**src/mbec_cfg.svh**
```systemverilog
// Constants for the maintenance bounds and event counter block
`ifndef MBEC_CFG_SVH
`define MBEC_CFG_SVH
// Channel bit positions (bit 0 is the leftmost, here mapped to index 15)
`define MBEC_LD_CODE_HI 7
`define MBEC_LD_CODE_LO 5
`define MBEC_ADDR_HI 15
`define MBEC_ADDR_LO 8
`define MBEC_CODE_NULL0 3'h0
`define MBEC_CODE_UP_HI 3'h1
`define MBEC_CODE_UP_MID 3'h3
`define MBEC_CODE_UP_LO 3'h2
`define MBEC_CODE_LO_HI 3'h6
`define MBEC_CODE_LO_MID 3'h7
`define MBEC_CODE_LO_LO 3'h5
`define MBEC_CODE_NULL4 3'h4
// Control channel bits
`define MBEC_C_RD 0
`define MBEC_C_WR 1
`define MBEC_C_CPU 2
`define MBEC_C_CHN 3
`define MBEC_C_STOPB 4
`define MBEC_C_CNTA 6
`define MBEC_C_CNTB 7
`define MBEC_C_OVCLR 8
`define MBEC_C_STOPA_INC 9
`define MBEC_C_STOPB_INC 10
`define MBEC_C_CYA1 11
`define MBEC_C_CYA2 12
`define MBEC_C_CYB1 13
`define MBEC_C_CYB2 14
`define MBEC_C_SEL 15
// Spec word fields
`define MBEC_S_EV1_HI 4
`define MBEC_S_EV1_LO 0
`define MBEC_S_EV2_HI 9
`define MBEC_S_EV2_LO 5
`define MBEC_S_GJOB 11
`define MBEC_S_GMON 12
`define MBEC_S_GJM 13
`define MBEC_S_GF56 14
`define MBEC_S_GF57 15
`define MBEC_ZERO8 8'h00
`define MBEC_ZERO24 24'h000000
`endif

```
**src/mbec_pkg.sv**
```systemverilog
// Types for the maintenance bounds and event counter block
package mbec_pkg;
    // Count specification word fields
    typedef struct packed {
        logic gate_f57;
        logic gate_f56;
        logic gate_job_mode;
        logic gate_monitor;
        logic gate_sel_job;
        logic spare;
        logic [4:0] ev_high;
        logic [4:0] ev_low;
    } mbec_spec_s;
    // Live machine conditions that qualify counting
    typedef struct packed {
        logic sel_job;
        logic monitor_mode;
        logic job_mode;
        logic flag56;
        logic flag57;
    } mbec_gate_s;
    // Load sequencer states
    typedef enum logic [1:0] {
        MBEC_IDLE = 2'b00,
        MBEC_SEEN = 2'b01
    } mbec_ld_e;
endpackage

```
**src/mbec_top.sv**
```systemverilog
// Maintenance bounds loading, bounds checking and event counter control
`timescale 1ns/1ps
`include "mbec_cfg.svh"
module mbec_top
    import mbec_pkg::*;
#(
    parameter int CW = 16,
    parameter int NEV = 32
) (
    input wire logic mclk,
    input wire logic rst,
    input wire logic [15:0] bound_load_channel,
    input wire logic [15:0] bounds_counter_ctrl_channel,
    input wire logic [15:0] count_spec_channel,
    input wire logic ref_valid,
    input wire logic ref_write,
    input wire logic ref_from_channel,
    input wire logic [23:0] ref_addr,
    input wire logic [NEV-1:0] events,
    input wire mbec_gate_s gates,
    output logic bounds_hit_reg,
    output logic cpu_stop_reg,
    output logic [23:0] upper_bound_reg,
    output logic [23:0] lower_bound_reg,
    output logic [4*CW-1:0] counters_reg,
    output logic [3:0] overflow_reg
);
    // Channel pins come from another domain: three stages each
    logic [15:0] ld_s1, ld_s2, ld_s3;
    logic [15:0] ct_s1, ct_s2, ct_s3;
    logic [15:0] sp_s1, sp_s2, sp_s3;
    logic [15:0] ld_q; // Filtered load channel
    logic [15:0] ct_q; // Filtered control channel
    logic [15:0] sp_q; // Filtered spec channel
    logic [2:0] code_prev; // Last accepted load code
    logic [2:0] code_now; // Current load code
    logic [7:0] addr_byte; // Address slice on the channel
    mbec_spec_s spec_a_reg, spec_b_reg; // Per-counter specs
    mbec_spec_s spec_word; // Spec pins put in field order
    logic [1:0] cross_carry_reg; // Registered carry between the two counters
    logic hit_now; // Combinational bounds hit
    logic [3:0] inc; // Per-section increment
    logic [3:0] carry; // Per-section carry out
    logic [3:0] run; // Per-section run
    logic [3:0] evt; // Selected event per section
    logic gate_a, gate_b; // Gate results

    // ==========================================
    // Synchronisers; a bit changes once stages 2 and 3 agree
    always_ff @(posedge mclk or posedge rst) begin
        if (rst) begin
            ld_s1 <= '0; ld_s2 <= '0; ld_s3 <= '0;
            ct_s1 <= '0; ct_s2 <= '0; ct_s3 <= '0;
            sp_s1 <= '0; sp_s2 <= '0; sp_s3 <= '0;
        end else begin
            ld_s1 <= bound_load_channel;
            ld_s2 <= ld_s1;
            ld_s3 <= ld_s2;
            ct_s1 <= bounds_counter_ctrl_channel;
            ct_s2 <= ct_s1;
            ct_s3 <= ct_s2;
            sp_s1 <= count_spec_channel;
            sp_s2 <= sp_s1;
            sp_s3 <= sp_s2;
        end
    end

    // ==========================================
    // Filtered values update per bit when stages agree
    always_ff @(posedge mclk or posedge rst) begin
        if (rst) begin
            ld_q <= '0;
            ct_q <= '0;
            sp_q <= '0;
        end else begin
            for (int i = 0; i < 16; i++) begin
                if (ld_s2[i] == ld_s3[i]) begin
                    ld_q[i] <= ld_s3[i];
                end
                if (ct_s2[i] == ct_s3[i]) begin
                    ct_q[i] <= ct_s3[i];
                end
                if (sp_s2[i] == sp_s3[i]) begin
                    sp_q[i] <= sp_s3[i];
                end
            end
        end
    end

    // Bit 0 is the leftmost channel bit, so bit n sits at index 15-n
    assign code_now = {ld_q[15-`MBEC_LD_CODE_LO], ld_q[15-(`MBEC_LD_CODE_LO+1)], ld_q[15-`MBEC_LD_CODE_HI]};
    always_comb begin
        addr_byte = '0;
        for (int i = `MBEC_ADDR_LO; i <= `MBEC_ADDR_HI; i++) begin
            addr_byte[`MBEC_ADDR_HI-i] = ld_q[15-i];
        end
    end

    // ==========================================
    // Bound slice capture on each code change
    // Relies on single-bit code steps so no transient code appears
    always_ff @(posedge mclk or posedge rst) begin
        if (rst) begin
            code_prev <= `MBEC_CODE_NULL0;
            upper_bound_reg <= `MBEC_ZERO24;
            lower_bound_reg <= `MBEC_ZERO24;
        end else begin
            code_prev <= code_now;
            if (code_now != code_prev) begin
                unique case (code_now)
                    `MBEC_CODE_UP_HI: upper_bound_reg[23:16] <= addr_byte;
                    `MBEC_CODE_UP_MID: upper_bound_reg[15:8] <= addr_byte;
                    `MBEC_CODE_UP_LO: upper_bound_reg[7:0] <= addr_byte;
                    `MBEC_CODE_LO_HI: lower_bound_reg[23:16] <= addr_byte;
                    `MBEC_CODE_LO_MID: lower_bound_reg[15:8] <= addr_byte;
                    `MBEC_CODE_LO_LO: lower_bound_reg[7:0] <= addr_byte;
                    default: begin
                        // Null codes 0 and 4 load nothing
                    end
                endcase
            end
        end
    end

    // ==========================================
    // Bounds check; limits compared as physical halfword addresses
    always_comb begin
        hit_now = ref_valid
            && (ref_write ? ct_q[15-`MBEC_C_WR] : ct_q[15-`MBEC_C_RD])
            && (ref_from_channel ? ct_q[15-`MBEC_C_CHN] : ct_q[15-`MBEC_C_CPU])
            && ((ref_addr < lower_bound_reg) || (ref_addr > upper_bound_reg));
    end

    // Registered hit pulse
    always_ff @(posedge mclk or posedge rst) begin
        if (rst) begin
            bounds_hit_reg <= 1'b0;
        end else begin
            bounds_hit_reg <= hit_now;
        end
    end

    // ==========================================
    // Spec pins reordered: channel bit n sits at index 15-n, event codes MSB first
    always_comb begin
        spec_word = '0;
        for (int i = 0; i <= `MBEC_S_EV1_HI - `MBEC_S_EV1_LO; i++) begin
            spec_word.ev_low[i] = sp_q[15-`MBEC_S_EV1_HI+i];
            spec_word.ev_high[i] = sp_q[15-`MBEC_S_EV2_HI+i];
        end
        spec_word.gate_sel_job = sp_q[15-`MBEC_S_GJOB];
        spec_word.gate_monitor = sp_q[15-`MBEC_S_GMON];
        spec_word.gate_job_mode = sp_q[15-`MBEC_S_GJM];
        spec_word.gate_f56 = sp_q[15-`MBEC_S_GF56];
        spec_word.gate_f57 = sp_q[15-`MBEC_S_GF57];
    end

    // ==========================================
    // Spec word routed by select bit at the time it arrives
    always_ff @(posedge mclk or posedge rst) begin
        if (rst) begin
            spec_a_reg <= '0;
            spec_b_reg <= '0;
        end else begin
            if (ct_q[15-`MBEC_C_SEL]) begin
                spec_b_reg <= spec_word;
            end else begin
                spec_a_reg <= spec_word;
            end
        end
    end

    // Gate bits: each asserted gate demands its condition
    function automatic logic gate_ok(input mbec_spec_s s, input mbec_gate_s g);
        gate_ok = (!s.gate_sel_job || g.sel_job) && (!s.gate_monitor || g.monitor_mode)
            && (!s.gate_job_mode || g.job_mode) && (!s.gate_f56 || g.flag56)
            && (!s.gate_f57 || g.flag57);
    endfunction

    always_comb begin
        gate_a = gate_ok(spec_a_reg, gates);
        gate_b = gate_ok(spec_b_reg, gates);
        evt[0] = events[spec_a_reg.ev_low];
        evt[1] = events[spec_a_reg.ev_high];
        evt[2] = events[spec_b_reg.ev_low];
        evt[3] = events[spec_b_reg.ev_high];
        run = {{2{ct_q[15-`MBEC_C_CNTB]}}, {2{ct_q[15-`MBEC_C_CNTA]}}};
        // Each section takes its own event; low ones add the registered cross carry, high ones the low carry, when chained
        inc[0] = run[0] && gate_a && (evt[0] || (ct_q[15-`MBEC_C_CYA1] && cross_carry_reg[0]));
        inc[1] = run[1] && ((gate_a && evt[1]) || (ct_q[15-`MBEC_C_CYA2] && carry[0]));
        inc[2] = run[2] && gate_b && (evt[2] || (ct_q[15-`MBEC_C_CYB1] && cross_carry_reg[1]));
        inc[3] = run[3] && ((gate_b && evt[3]) || (ct_q[15-`MBEC_C_CYB2] && carry[2]));
    end

    // ==========================================
    // Carry between counters is registered: a same-cycle path would close
    // a ring through all four sections; the price is one cycle of latency
    always_ff @(posedge mclk or posedge rst) begin
        if (rst) begin
            cross_carry_reg <= 2'h0;
        end else begin
            cross_carry_reg <= {carry[1], carry[3]};
        end
    end

    // ==========================================
    // Four counter sections: A low, A high, B low, B high
    for (genvar g = 0; g < 4; g++) begin : g_sec
        mbec_section #(.W(CW)) u_sec (
            .mclk(mclk),
            .rst(rst),
            .run(run[g]),
            .inc(inc[g]),
            .ovf_clr(ct_q[15-`MBEC_C_OVCLR]),
            .count_reg(counters_reg[g*CW +: CW]),
            .carry(carry[g]),
            .ovf_reg(overflow_reg[g])
        );
    end

    // ==========================================
    // CPU stop: level held while any stop cause is present
    always_ff @(posedge mclk or posedge rst) begin
        if (rst) begin
            cpu_stop_reg <= 1'b0;
        end else begin
            cpu_stop_reg <= (hit_now && ct_q[15-`MBEC_C_STOPB])
                || (ct_q[15-`MBEC_C_STOPA_INC] && |inc[1:0])
                || (ct_q[15-`MBEC_C_STOPB_INC] && |inc[3:2]);
        end
    end
endmodule // mbec_top

```
**src/mbec_section.sv**
```systemverilog
// One counter section: counts its event and produces a carry out
`timescale 1ns/1ps
`include "mbec_cfg.svh"
module mbec_section #(
    parameter int W = 16
) (
    input wire logic mclk,
    input wire logic rst,
    input wire logic run,
    input wire logic inc,
    input wire logic ovf_clr,
    output logic [W-1:0] count_reg,
    output logic carry,
    output logic ovf_reg
);
    // Carry when the section wraps
    assign carry = inc && (&count_reg);

    // ==========================================
    // Count register, held clear when not running
    always_ff @(posedge mclk or posedge rst) begin
        if (rst) begin
            count_reg <= '0;
        end else if (!run) begin
            count_reg <= '0;
        end else if (inc) begin
            count_reg <= count_reg + W'(1);
        end
    end

    // ==========================================
    // Sticky overflow; a wrap wins over a clear
    always_ff @(posedge mclk or posedge rst) begin
        if (rst) begin
            ovf_reg <= 1'b0;
        end else if (run && carry) begin
            ovf_reg <= 1'b1;
        end else if (ovf_clr) begin
            ovf_reg <= 1'b0;
        end
    end
endmodule // mbec_section

```
**config.mk**
```make
export PLATFORM = sky130hd
export DESIGN_NAME = mbec_top
export DESIGN_NICKNAME = d
export VERILOG_FILES = /design/src/mbec_pkg.sv /design/src/mbec_top.sv /design/src/mbec_section.sv
export VERILOG_INCLUDE_DIRS = /design/src
export SDC_FILE = /design/constraint.sdc
export NUM_CORES = 1
export LEC_CHECK = 0
export BUFFER_PORTS_ARGS = -buffer_cell sky130_fd_sc_hd__buf_2
export CAP_MARGIN = 25
export CORE_UTILIZATION = 55
export CTS_CLUSTER_SIZE = 24
export DETAILED_ROUTE_END_ITERATION = 10
export HOLD_SLACK_MARGIN = 0.1
export PLACE_DENSITY = 0.77
export REMOVE_ABC_BUFFERS = 1
export SYNTH_ARGS = -nofsm -noshare
export SYNTH_HDL_FRONTEND = slang
export SYNTH_SLANG_ARGS = --single-unit
```
**constraint.sdc**
```tcl
create_clock -name mclk -period 19.52 [get_ports mclk]
set_input_delay 1.952 -clock mclk [delete_from_list [all_inputs] [get_ports mclk]]
set_output_delay 1.952 -clock mclk [all_outputs]
set_load 0.05 [all_outputs]
```
Word level (Yosys, flattened, before mapping)
Cells that the tools add are included.

Register bits: 323. Latch bits: 0. RAM bits: 0. ROM bits: 0. Input bits: 114. Word-level logic and storage cells: 244. Memories: 0.

$add $sub $neg: 4. Multipliers: 0. Div/mod/pow operators: 0. Magnitude comparators: 6. Eq/ne operators: 52. Shifts and indexed selects: 0. Multiplexer cells: 23. Bitwise gates (word level): 0. Reductions and logical operators: 77.

Operators by type and width (count): $mux W16 (8); $add A16 B1 Y16 const B (4); $reduce_and A16 Y1 (4); $eq A1 B1 Y1 (41); $logic_and A1 B1 Y1 (34); $gt A24 B24 Y1 (1); $lt A24 B24 Y1 (1); $lt A5 B6 Y1 const B (4); $bmux W1 S5 (4); $logic_or A1 B1 Y1 (17); $reduce_and A2 Y1 (6); $mux W1 (11); $logic_not A1 Y1 (10); $eq A3 B3 Y1 const B (3); $ne A2 B1 Y1 const B (4); $reduce_bool A2 Y1 (4); $eq A3 B2 Y1 const B (2); $reduce_or A2 Y1 (2); $eq A3 B1 Y1 const B (1); $ne A3 B3 Y1 (1).

Depth between registers and ports, before layout
Gate-level depths: netlist (run 1).

Word-level depth: 16. Mapped depth: 10. Mapped depth without buffers: 10.

By module
Synthesis (run 1) repeated with hierarchy kept, for this count alone.

Cell total of the unflattened synthesis: 1070. Area, all modules: 13666.9 um^2.

Modules (own cells, without submodules): mbec_top (times used 1, cells an instance 710, area each 9948.3 um^2, seq. area each 6231.0 um^2); mbec_section (times used 4, cells an instance 90, area each 929.6 um^2, seq. area each 425.4 um^2).

Worst setup path after synthesis (run 1)
No wires, ideal clock.

Path kind: input -> register. Start point: in gates[4] in the netlist's numbering. End point: reg g_sec[1].u_sec.count_reg[15]. Setup time: 0.078 ns. Arrival: 3.909 ns. Required time: 19.442 ns. Slack: 15.533 ns. Cell stages on the path: 8. Buffers on the path: 0. Cell sequence: inv_1 > a222oi_1 > o221ai_1 > or3_1 > nor3_2 > o21ai_2 > or4_1 > a21oi_1.

Longest elaborated chain between the ends: 12. Elaborated cells between the ends (all ways): 13. Those cells by class: eq/ne (1); reduce/logical (12).

Ends and longest elaborated chain: start, declared (RTL line mbec_top.sv:20) `input wire mbec_gate_s gates,`; $logic_or A1 B1 Y1 (*) (RTL line mbec_top.sv:175) `gate_ok = (!s.gate_sel_job || g.sel_job) && (!s.gate_monitor || g.monitor_mode)`; $logic_and A1 B1 Y1 (*) (RTL line mbec_top.sv:175); $logic_and A1 B1 Y1 (*) (2 in series) (RTL line mbec_top.sv:176) `&& (!s.gate_job_mode || g.job_mode) && (!s.gate_f56 || g.flag56)`; $logic_and A1 B1 Y1 (*) (RTL line mbec_top.sv:177) `&& (!s.gate_f57 || g.flag57);`; $logic_and A1 B1 Y1 (2 in series) (RTL line mbec_top.sv:189) `` inc[0] = run[0] && gate_a && (evt[0] || (ct_q[15-`MBEC_C_CYA1] && cross_carry_reg[0])); ``; $logic_and A1 B1 Y1 (RTL line mbec_section.sv:17) `assign carry = inc && (&count_reg);`; $logic_and A1 B1 Y1 (RTL line mbec_top.sv:190) `` inc[1] = run[1] && ((gate_a && evt[1]) || (ct_q[15-`MBEC_C_CYA2] && carry[0])); ``; $logic_or A1 B1 Y1 (*) (RTL line mbec_top.sv:190); $logic_and A1 B1 Y1 (*) (RTL line mbec_top.sv:190); $ne A2 B1 Y1 (no source line) (*); end signal, assigned (RTL line mbec_section.sv:27) `count_reg <= count_reg + W'(1);`; end, declared (RTL line mbec_section.sv:12) `output logic [W-1:0] count_reg,`.

Mark *: on every way between the ends. The rest lies on a longest branch, timed or not. A chain may end at the register's enable or synchronous reset.

Worst setup path after layout (run 1)
Start point: in events[27]. End point: reg g_sec[1].u_sec.count_reg[1].

Longest elaborated chain between the ends: 9. Elaborated cells between the ends (all ways): 12. Those cells by class: eq/ne (1); mux (4); reduce/logical (7).

Ends and longest elaborated chain: start, declared (RTL line mbec_top.sv:19) `input wire logic [NEV-1:0] events,`; $bmux W1 S5 (RTL line mbec_top.sv:183) `evt[0] = events[spec_a_reg.ev_low];`; $mux W1 (implied by the code) (RTL line mbec_top.sv:183); $logic_or A1 B1 Y1 (RTL line mbec_top.sv:189); $logic_and A1 B1 Y1 (RTL line mbec_top.sv:189); $logic_and A1 B1 Y1 (RTL line mbec_section.sv:17); $logic_and A1 B1 Y1 (RTL line mbec_top.sv:190); $logic_or A1 B1 Y1 (*) (RTL line mbec_top.sv:190); $logic_and A1 B1 Y1 (*) (RTL line mbec_top.sv:190); $ne A2 B1 Y1 (no source line) (*).

Mark *: on every way between the ends. The rest lies on a longest branch, timed or not. The select of a mux whose other input is x is not followed.

==> results of run 1 <==
-- power breakdown --
group / internal, W / leakage (nW) / switching (W)
combinational: 0.000178 / 3.19 / 0.000321
clock: 0.000407 / 0.576 / 0.000256
sequential: 0.000735 / 3.88 / 0.0000781
total: 0.00132 / 7.64 / 0.000655
-- cell families (layout without fill, tap and decap cells) --
group,after synthesis,in the layout,synth area share
AO/OA/AOI/OAI,127,127,0.0629
XOR/XNOR,29,29,0.0186
adder cells (fa/ha/maj),92,92,0.0767
buffers and inverters,108,362,0.0334
flip-flops,317,317,0.580
multiplexers,128,128,0.128
other,0,3,0
AND/OR/NAND/NOR,255,255,0.100
-- stage by stage --
stage / hold WS (ns) / worst slack, ns / total power (W)
CTS: 0.341 / 15.21 / 0.00199
global route: 0.347 / 14.99 / 0.00207
detailed placement: 0.335 / 14.67 / 0.00132
floorplan: 0.331 / 8.80 / 0.00117
global placement: 0.332 / 14.41 / 0.00131
finish: 0.341 / 15.30 / 0.00197
-- metal layers --
metal,routed length (um),share of wire
met2,14100,0.49
met5,23,0.00079
met1,12200,0.42
met3,2040,0.071
met4,637,0.022
-- placed cells by master (no fill, tap or decap), drive strengths merged, types with 10 or more instances in the layout --
master and count:
maj3 41, nand2b 18, nor2 50, nand2 57
xor2 24, clkbuf 41, nand3 27, buf 230
ha 51, nor3 11, dfrtp 317, mux4 29
mux2 70, mux2i 29, nand4 26, nor4 10
inv 74, a21oi 25, o21ai 36
-- final cells by class --
type,instances,share of cell area
Timing Repair Buffer,230,0.0725
Clock buffer,41,0.0570
Inverter,72,0.0171
Multi-Input combinational cell,631,0.325
Sequential cell,317,0.488
Tap cell,324,0.0249
Antenna cell,3,0.000462
Clock inverter,19,0.0152
-- how the worst min path moves through the flow --
stage                           end  slack (ns)  cells after the start
after detailed placement  ct_s2[11]        0.33                      0
after global routing      ct_s2[11]        0.35                      0
after CTS                 ct_s2[11]        0.34                      0
final                      ct_s2[9]        0.34                      0
after global placement    ct_s2[14]        0.33                      0
after floorplan            ct_s2[0]        0.33                      0
==> impl_metrics.json, run 1 <==
{
  "yosysWarnings": 0,
  "ys.flop_type": "dfrtp_1",
  "slowest_delay_ns": 0.55,
  "fp.dieW_um": 160,
  "synth_common_cells": "317 x dfrtp_1, 72 x inv_1, 70 x mux2_2, 57 x nand2_1, 51 x ha_1",
  "maxSlewViolCount": 0,
  "use_met3": 0.0621,
  "cap_violations": 0,
  "clock_latency_ns": 0.51,
  "yosysMostFrequentCell": "dfrtp_1",
  "rr_startpoint": "spec_a_reg[6]",
  "slew_headroom": 0.332,
  "final_hold_viol_count": 0,
  "hold_buffers": 0,
  "critPathBufInv": 2,
  "totalWireLength_um": 28900,
  "drc": 0,
  "crit_start": "events[27]",
  "grt_max_degree": 186,
  "netlist_area_um2": 13700,
  "drt_iter0_drc": 627,
  "yosys-top-cells-area": "dfrtp_1 58%, mux2_2 5.8%, ha_1 4.7%, mux4_2 4.0%, maj3_1 3.0%",
  "root_buffer": "clkbuf_16",
  "utilization": 0.669,
  "use_met1": 0.303,
  "gp_congestion": 0.853,
  "p_leak_nw": 7.64,
  "tns_ns": 0,
  "worstPathRequired_ns": 19.88,
  "die_area_um2": 25500,
  "cts_setup_buffers": 0,
  "dp.cells": 1574,
  "grt.total_usage": 0.234,
  "dr_total_vias": 9097,
  "cts.path.max_buffers": 3,
  "setup_violations": 0,
  "grt_overflow": 0,
  "fmax_mhz": 237,
  "power_density_nw_per_um2": 121,
  "clock-sinks": 317,
  "outcome": "finished, final reports clean",
  "die_h_um": 160,
  "critPathArrivalTime_ns": 4.58,
  "placed_area_um2": 15100,
  "setup.worst_path.end_class": "register",
  "antenna_found_initial": 5,
  "area_growth_pct": 19.0,
  "vias_per_cell": 5.56,
  "worstPathCellList": "buf_2, mux4_2, mux2i_1, o22ai_1, a211oi_1, nor2_1, nor2_1, buf_4, mux2i_1, nor2_1",
  "core_area_um2": 24300,
  "ys_ff_latch": 317,
  "portBuffers": 224,
  "grt_pass1_vias": 9281,
  "initial_core_util": 0.562,
  "synth_top_area_share": 0.580,
  "reg2reg_setup_slack_ns": 16.14,
  "ios": 232,
  "start_kind": "input pin",
  "vdd_drop_max_mv": 0.135,
  "endpoint": "g_sec[1].u_sec.count_reg[1]",
  "tightest_slew_ns": 1.00,
  "worst-path-stages": 10,
  "regArea_um2": 7930,
  "min_from": "ct_s1[9]",
  "async_reset_ff_frac": 1.00,
  "h-tree-depth": 2,
  "fin_crit_sh": 0.216,
  "hpwl_um": 20800,
  "finClkSkew_ns": 0.0116,
  "drive_gt1_frac": 0.304,
  "layout.cells.non_filler": 1637,
  "rsz0062_at_grt": "false",
  "cts_buffers": 34,
  "firstDrtPassIters": 4,
  "hold_class": "reg2reg",
  "final_nets": 1451,
  "wire_per_inst_um": 17.7,
  "synth_area_leader_cell": "dfrtp_1",
  "crit_top_cell": "nor2_1",
  "synth.distinct_cells": 68,
  "cp_max_fo": 12,
  "multi_input_area_um2": 5290,
  "r2r_end": "g_sec[1].u_sec.count_reg[1]",
  "row_count": 57,
  "fillers": 1775,
  "synth-edff-count": 0,
  "worstSetupPathType": "in2reg",
  "grt_pass1_wl_um": 47400,
  "r2r_cells": 9,
  "period_needed_ns": 4.22,
  "avgSynthCellArea_um2": 12.9,
  "stdcell_area_um2": 16300,
  "path_delay_family": "multiplexers",
  "cts_resized": 0,
  "cts_tree": "built",
  "synth_cells": 1056,
  "cts.clk_slew.worst_paths_ns": 0.06,
  "largest_register_ffs": 64,
  "yosysSeqAreaShare": 0.580,
  "antenna_left": 0,
  "grt.busiest_layer": "met2",
  "slowest_stage": "nor2_1",
  "met2_usage": 0.388
}
Power figures use the tool's default switching activity.
==> run 2, diff against run 1 <==
Clock period 19.52 ns to 3.9 ns, I/O delays scaled along.
==> impl_metrics.json, run 2 (same netlist as run 1, synthesis figures left out) <==
{
  "largest_register_ffs": 64,
  "utilization": 0.683,
  "wl_met2_um": 14800,
  "grt_overflow": 0,
  "gp_congestion": 0.859,
  "p_leak_nw": 7.78,
  "vias_per_cell": 5.53,
  "grt_pass1_vias": 9551,
  "fin_crit_sh": 0.789,
  "hpwl_um": 20500,
  "p_comb_frac": 0.263,
  "cts_setup_buffers": 0,
  "firstDrtPassIters": 5,
  "h-tree-depth": 2,
  "tightest_slew_ns": 1.01,
  "p_sw_w": 0.00326,
  "worstSetupPathType": "reg2reg",
  "final_hold_viol_count": 0,
  "fmax_mhz": 325,
  "cp_max_fo": 20,
  "dr.max_layer_used": "met4",
  "cts_tree": "built",
  "critPathArrivalTime_ns": 3.43,
  "internal_power_w": 0.00644,
  "critPathBufInv": 1,
  "drc": 0,
  "finalPower_w": 0.00970,
  "worstPathCellList": "mux4_2, mux2i_1, o22ai_1, a211oi_1, nor2_1, nor2_1, buf_4, mux2i_1, nor2_1",
  "initial_core_util": 0.562,
  "cts_buffers": 34,
  "cts.clk_slew.worst_paths_ns": 0.06,
  "layout_commonest_cell": "dfrtp_1",
  "slowest_delay_ns": 0.62,
  "r2r_cells": 9,
  "row_count": 57,
  "start_kind": "register",
  "reg2reg_setup_slack_ns": 0.82,
  "grt_pass1_wl_um": 48800,
  "crit_top_cell": "nor2_1",
  "r2r_end": "g_sec[1].u_sec.count_reg[1]",
  "die_area_um2": 25500,
  "grt_max_degree": 130,
  "fp.dieW_um": 160,
  "cts_resized": 0,
  "pwr-share-seq": 0.419,
  "antenna_left": 0,
  "path_delay_family": "multiplexers",
  "cap_violations": 0,
  "clock_latency_ns": 0.51,
  "layout.cells.non_filler": 1674,
  "setup_violations": 0,
  "slew_headroom": 0.326,
  "drt_iter0_drc": 652,
  "power_density_nw_per_um2": 584,
  "slowest_stage": "a211oi_1",
  "maxSlewViolCount": 0,
  "period_needed_ns": 3.08,
  "totalWireLength_um": 29700,
  "finClkSkew_ns": 0.0250,
  "die_h_um": 160,
  "setup.worst_path.end_class": "register",
  "drive_gt1_frac": 0.291,
  "dp.cells": 1577,
  "routedLengthMet1_um": 12300,
  "swShare": 0.336,
  "root_buffer": "clkbuf_16",
  "pwr-share-clk": 0.318,
  "wire_per_inst_um": 17.8,
  "rr_startpoint": "spec_a_reg[6]",
  "final_nets": 1495,
  "dr_total_vias": 9264,
  "portBuffers": 224,
  "outcome": "finished, final reports clean",
  "core_area_um2": 24300,
  "cts.path.max_buffers": 3,
  "worstPathRequired_ns": 4.26,
  "routed-wl-met3_um": 1990,
  "antenna_found_initial": 1,
  "area_growth_pct": 21.4,
  "clock-sinks": 317,
  "grt.total_usage": 0.241,
  "final_cell_mix": "317 x dfrtp_1, 224 x buf_2, 71 x inv_1",
  "hold_buffers": 41,
  "rsz0062_at_grt": "false",
  "hold_class": "in2async",
  "ios": 232,
  "vdd_drop_max_mv": 0.696
}
==> run 2: changes by cell type in the layout (fill, tap and decap cells not counted), sizes merged, moves of 3 or more <==
cell	change
dlygate4sd3	+41
clkinv	-3
buf	+3
clkbuf	+6
bufinv	-4
==> run 2: layer usage <==
layer / global-route usage / vias to the layer above
met5: 0 / -
met4: 0.0791 / 0
met3: 0.0566 / 55
met2: 0.409 / 282
met1: 0.307 / 4610
li1: - / 4317
==> run 2: final cells by class <==
cell class                      count  area [um^2]
Clock buffer                       47          991
Tap cell                          324          405
Inverter                           72          278
Sequential cell                   317         7930
Multi-Input combinational cell    631         5290
Clock inverter                      8         90.1
Fill cell                        1762         7720
Timing Repair Buffer              274         1610
Antenna cell                        1         2.50
==> run 2: worst max path at each step <==
stage                        startpoint                           end  slack (ns)  cells after the start
after floorplan                     rst                bounds_hit_reg       -5.26                      1
after global placement    spec_a_reg[6]   g_sec[1].u_sec.count_reg[1]        0.89                      9
after detailed placement  spec_b_reg[0]  g_sec[2].u_sec.count_reg[14]        0.87                      8
after CTS                 spec_a_reg[6]   g_sec[1].u_sec.count_reg[1]        0.82                      9
after global routing      spec_a_reg[6]  g_sec[1].u_sec.count_reg[11]        0.64                      9
final                     spec_a_reg[6]   g_sec[1].u_sec.count_reg[1]        0.82                      9
==> run 2: through the flow <==
stage	worst slack (ns)	instance area (um^2)	hold slack [ns]	setup TNS, ns
2_1_floorplan	-5.26	13500	0.331	-1667.80
3_3_place_gp	0.893	15100	0.332	0
3_5_place_dp	0.867	15100	0.335	0
4_1_cts	0.818	16600	0.125	0
5_1_grt	0.639	16600	0.150	0
6_report	0.823	16600	0.0665	0
==> run 2: worst register-to-register path: stages, from the launching register on <==
cell,delay (ns)
dfrtp_1,0.60
mux4_2,0.56
mux2i_1,0.24
o22ai_1,0.12
a211oi_1,0.62
nor2_1,0.16
nor2_1,0.14
buf_4,0.24
mux2i_1,0.21
nor2_1,0.05
==> run 2: power groups by stage <==
stage | clock [W] | sequential (W) | combinational [W]
floorplan | 0 | 0.00480 | 0.00108
global placement | 0 | 0.00409 | 0.00244
detailed placement | 0 | 0.00411 | 0.00250
CTS | 0.00316 | 0.00406 | 0.00255
global route | 0.00330 | 0.00413 | 0.00274
finish | 0.00308 | 0.00407 | 0.00255
==> run 3, diff against run 2 <==
Settings changed: ABC_AREA set to 1.
Clock period 3.9 ns to 3.15 ns, I/O delays scaled along.
==> impl_metrics.json, run 3 <==
{
  "finalPower_w": 0.0121,
  "cts_tree": "built",
  "power_density_nw_per_um2": 708,
  "grt_overflow": 0,
  "cts_setup_buffers": 0,
  "dr_total_vias": 11600,
  "rsz0062_at_grt": "false",
  "antenna_found_initial": 4,
  "layout.cells.non_filler": 2129,
  "hold_class": "in2reg",
  "cts.path.max_buffers": 3,
  "netlist_area_um2": 14200,
  "r2r_end": "g_sec[3].u_sec.count_reg[10]",
  "critPathArrivalTime_ns": 3.11,
  "synth_common_cells": "317 x dfrtp_1, 279 x nand2_1, 193 x inv_1, 136 x o21ai_0, 119 x nand3_1",
  "final_cell_mix": "317 x dfrtp_1, 279 x nand2_1, 224 x buf_2",
  "worstSetupPathType": "reg2reg",
  "worst_slack_ns": 0.412,
  "p_leak_nw": 8.42,
  "gp_congestion": 0.927,
  "ys_ff_latch": 317,
  "wire_per_inst_um": 16.5,
  "setup.worst_path.end_class": "register",
  "yosys-top-cells-area": "dfrtp_1 56%, nand2_1 7.4%, inv_1 5.1%, o21ai_0 4.8%, ha_1 4.5%",
  "ios": 232,
  "synth_cells": 1509,
  "initial_core_util": 0.561,
  "yosysWarnings": 0,
  "clock_latency_ns": 0.50,
  "root_buffer": "clkbuf_16",
  "holdPathEnd": "bounds_hit_reg",
  "totalWireLength_um": 35200,
  "start_kind": "register",
  "fmax_mhz": 365,
  "cts_buffers": 35,
  "r2r_cells": 11,
  "final_nets": 1940,
  "portBuffers": 224,
  "worstPathRequired_ns": 3.52,
  "drt_iter0_drc": 974,
  "rr_startpoint": "spec_b_reg[5]",
  "ys.flop_type": "dfrtp_1",
  "fin_crit_sh": 0.869,
  "synth_top_area_share": 0.559,
  "maxSlewViolCount": 0,
  "grt.total_usage": 0.274,
  "die_h_um": 163,
  "clock-sinks": 317,
  "place_ws_ns": 0.452,
  "dp.cells": 2026,
  "hold_depth": 3,
  "avgSynthCellArea_um2": 9.40,
  "slew_headroom": 0.429,
  "cts.clk_slew.worst_paths_ns": 0.06,
  "cap_violations": 0,
  "utilization": 0.678,
  "hpwl_um": 24900,
  "yosysSeqAreaShare": 0.559,
  "die_area_um2": 26400,
  "synth.distinct_cells": 43,
  "layout_commonest_cell": "dfrtp_1",
  "setup_violations": 0,
  "area_growth_pct": 20.8,
  "synth_area_leader_cell": "dfrtp_1",
  "grt_pass1_vias": 11500,
  "vias_per_cell": 5.47,
  "h-tree-depth": 2,
  "async_reset_ff_frac": 1.00,
  "final_hold_viol_count": 0,
  "yosysMostFrequentCell": "dfrtp_1",
  "tightest_slew_ns": 0.857,
  "drc": 0,
  "finClkSkew_ns": 0.0129,
  "fp.dieW_um": 163,
  "period_needed_ns": 2.74,
  "drive_gt1_frac": 0.175,
  "firstDrtPassIters": 8,
  "grt_max_degree": 96,
  "vdd_drop_max_mv": 0.550,
  "core_area_um2": 25300,
  "row_count": 58,
  "antenna_left": 0,
  "fillers": 1988,
  "outcome": "finished, final reports clean",
  "synth-edff-count": 0,
  "cp_max_fo": 29,
  "reg2reg_setup_slack_ns": 0.41,
  "grt_pass1_wl_um": 57200,
  "min_from": "ref_from_channel",
  "largest_register_ffs": 64
}
run 3: changes by cell type after synthesis, moves of 24 or more:
| cell | previous run | this run |
|---|---|---|
| mux2i_1 | 29 | 0 |
| o21ai_0 | 31 | 136 |
| inv_1 | 72 | 193 |
| mux4_2 | 24 | 0 |
| a21oi_1 | 25 | 81 |
| mux2_2 | 70 | 1 |
| nand3_1 | 27 | 119 |
| nor2_1 | 50 | 85 |
| nand2_1 | 57 | 279 |
run 3: worst max-delay path: stages (launching register included):
cell     delay (ns)
dfrtp_1        0.87
inv_1          0.24
nor2_1         0.13
o21ai_0        0.12
o21ai_0        0.15
o21ai_0        0.10
nand3_1        0.16
nand2_2        0.28
nor2_4         0.24
inv_1          0.16
nand2_1        0.08
o21ai_0        0.08
run 3: layout make-up:
type / instances / area [um^2] / area share
Multi-Input combinational cell: 943 / 5190 / 0.303
Antenna cell: 4 / 10.0 / 0.000584
Inverter: 202 / 771 / 0.0450
Clock buffer: 49 / 1020 / 0.0596
Timing Repair Buffer: 276 / 1670 / 0.0973
Tap cell: 330 / 413 / 0.0241
Clock inverter: 8 / 124 / 0.00723
Sequential cell: 317 / 7930 / 0.463
run 3: timing repair:
action / 4_1_cts / 5_1_grt
resized for setup: 0 / 0
hold buffers: 42 / 0
hold endpoints to repair: 126 / 0
run 3: logic make-up (layout without fill, tap and decap cells):
logic type	count (synthesis)	after routing	synth area share
AOI/OAI and AO/OA	268	268	0.102
other	0	4	0
xor gates and xnor gates	18	18	0.0111
buffers and inverters	249	535	0.0746
muxes	1	1	0.000794
DFF	317	317	0.559
adders and majority gates	92	92	0.0739
and+or+nand+nor	564	564	0.178
run 3: worst max-delay path by stage:
stage / slack (ns) / end / startpoint
after CTS: 0.43 / g_sec[3].u_sec.count_reg[10] / spec_b_reg[5]
final: 0.41 / g_sec[3].u_sec.count_reg[10] / spec_b_reg[5]
after detailed placement: 0.45 / g_sec[3].u_sec.count_reg[10] / spec_b_reg[5]
after floorplan: -5.94 / bounds_hit_reg / rst
after global placement: 0.52 / g_sec[3].u_sec.count_reg[10] / spec_b_reg[5]
after global routing: 0.09 / g_sec[3].u_sec.count_reg[10] / spec_b_reg[5]
run 3: per-layer routing:
layer,global-route usage,vias to the layer above,share of wire
met4,0.113,0,0.038
met2,0.447,462,0.47
li1,-,5523,-
met1,0.368,5564,0.42
met3,0.0410,96,0.068
met5,0,-,0
run 3: metrics by stage:
stage	hold WS (ns)	setup TNS [ns]	instance area, um^2
floorplan	0.331	-1881.78	13900
global placement	0.332	0	15600
detailed placement	0.335	0	15600
CTS	0.175	0	17100
global route	0.218	0	17100
finish	0.186	0	17100
run 3: power breakdown:
group | switching [W] | internal [W]
clock | 0.00157 | 0.00250
sequential | 0.000448 | 0.00453
combinational | 0.00219 | 0.000897
total | 0.00421 | 0.00792
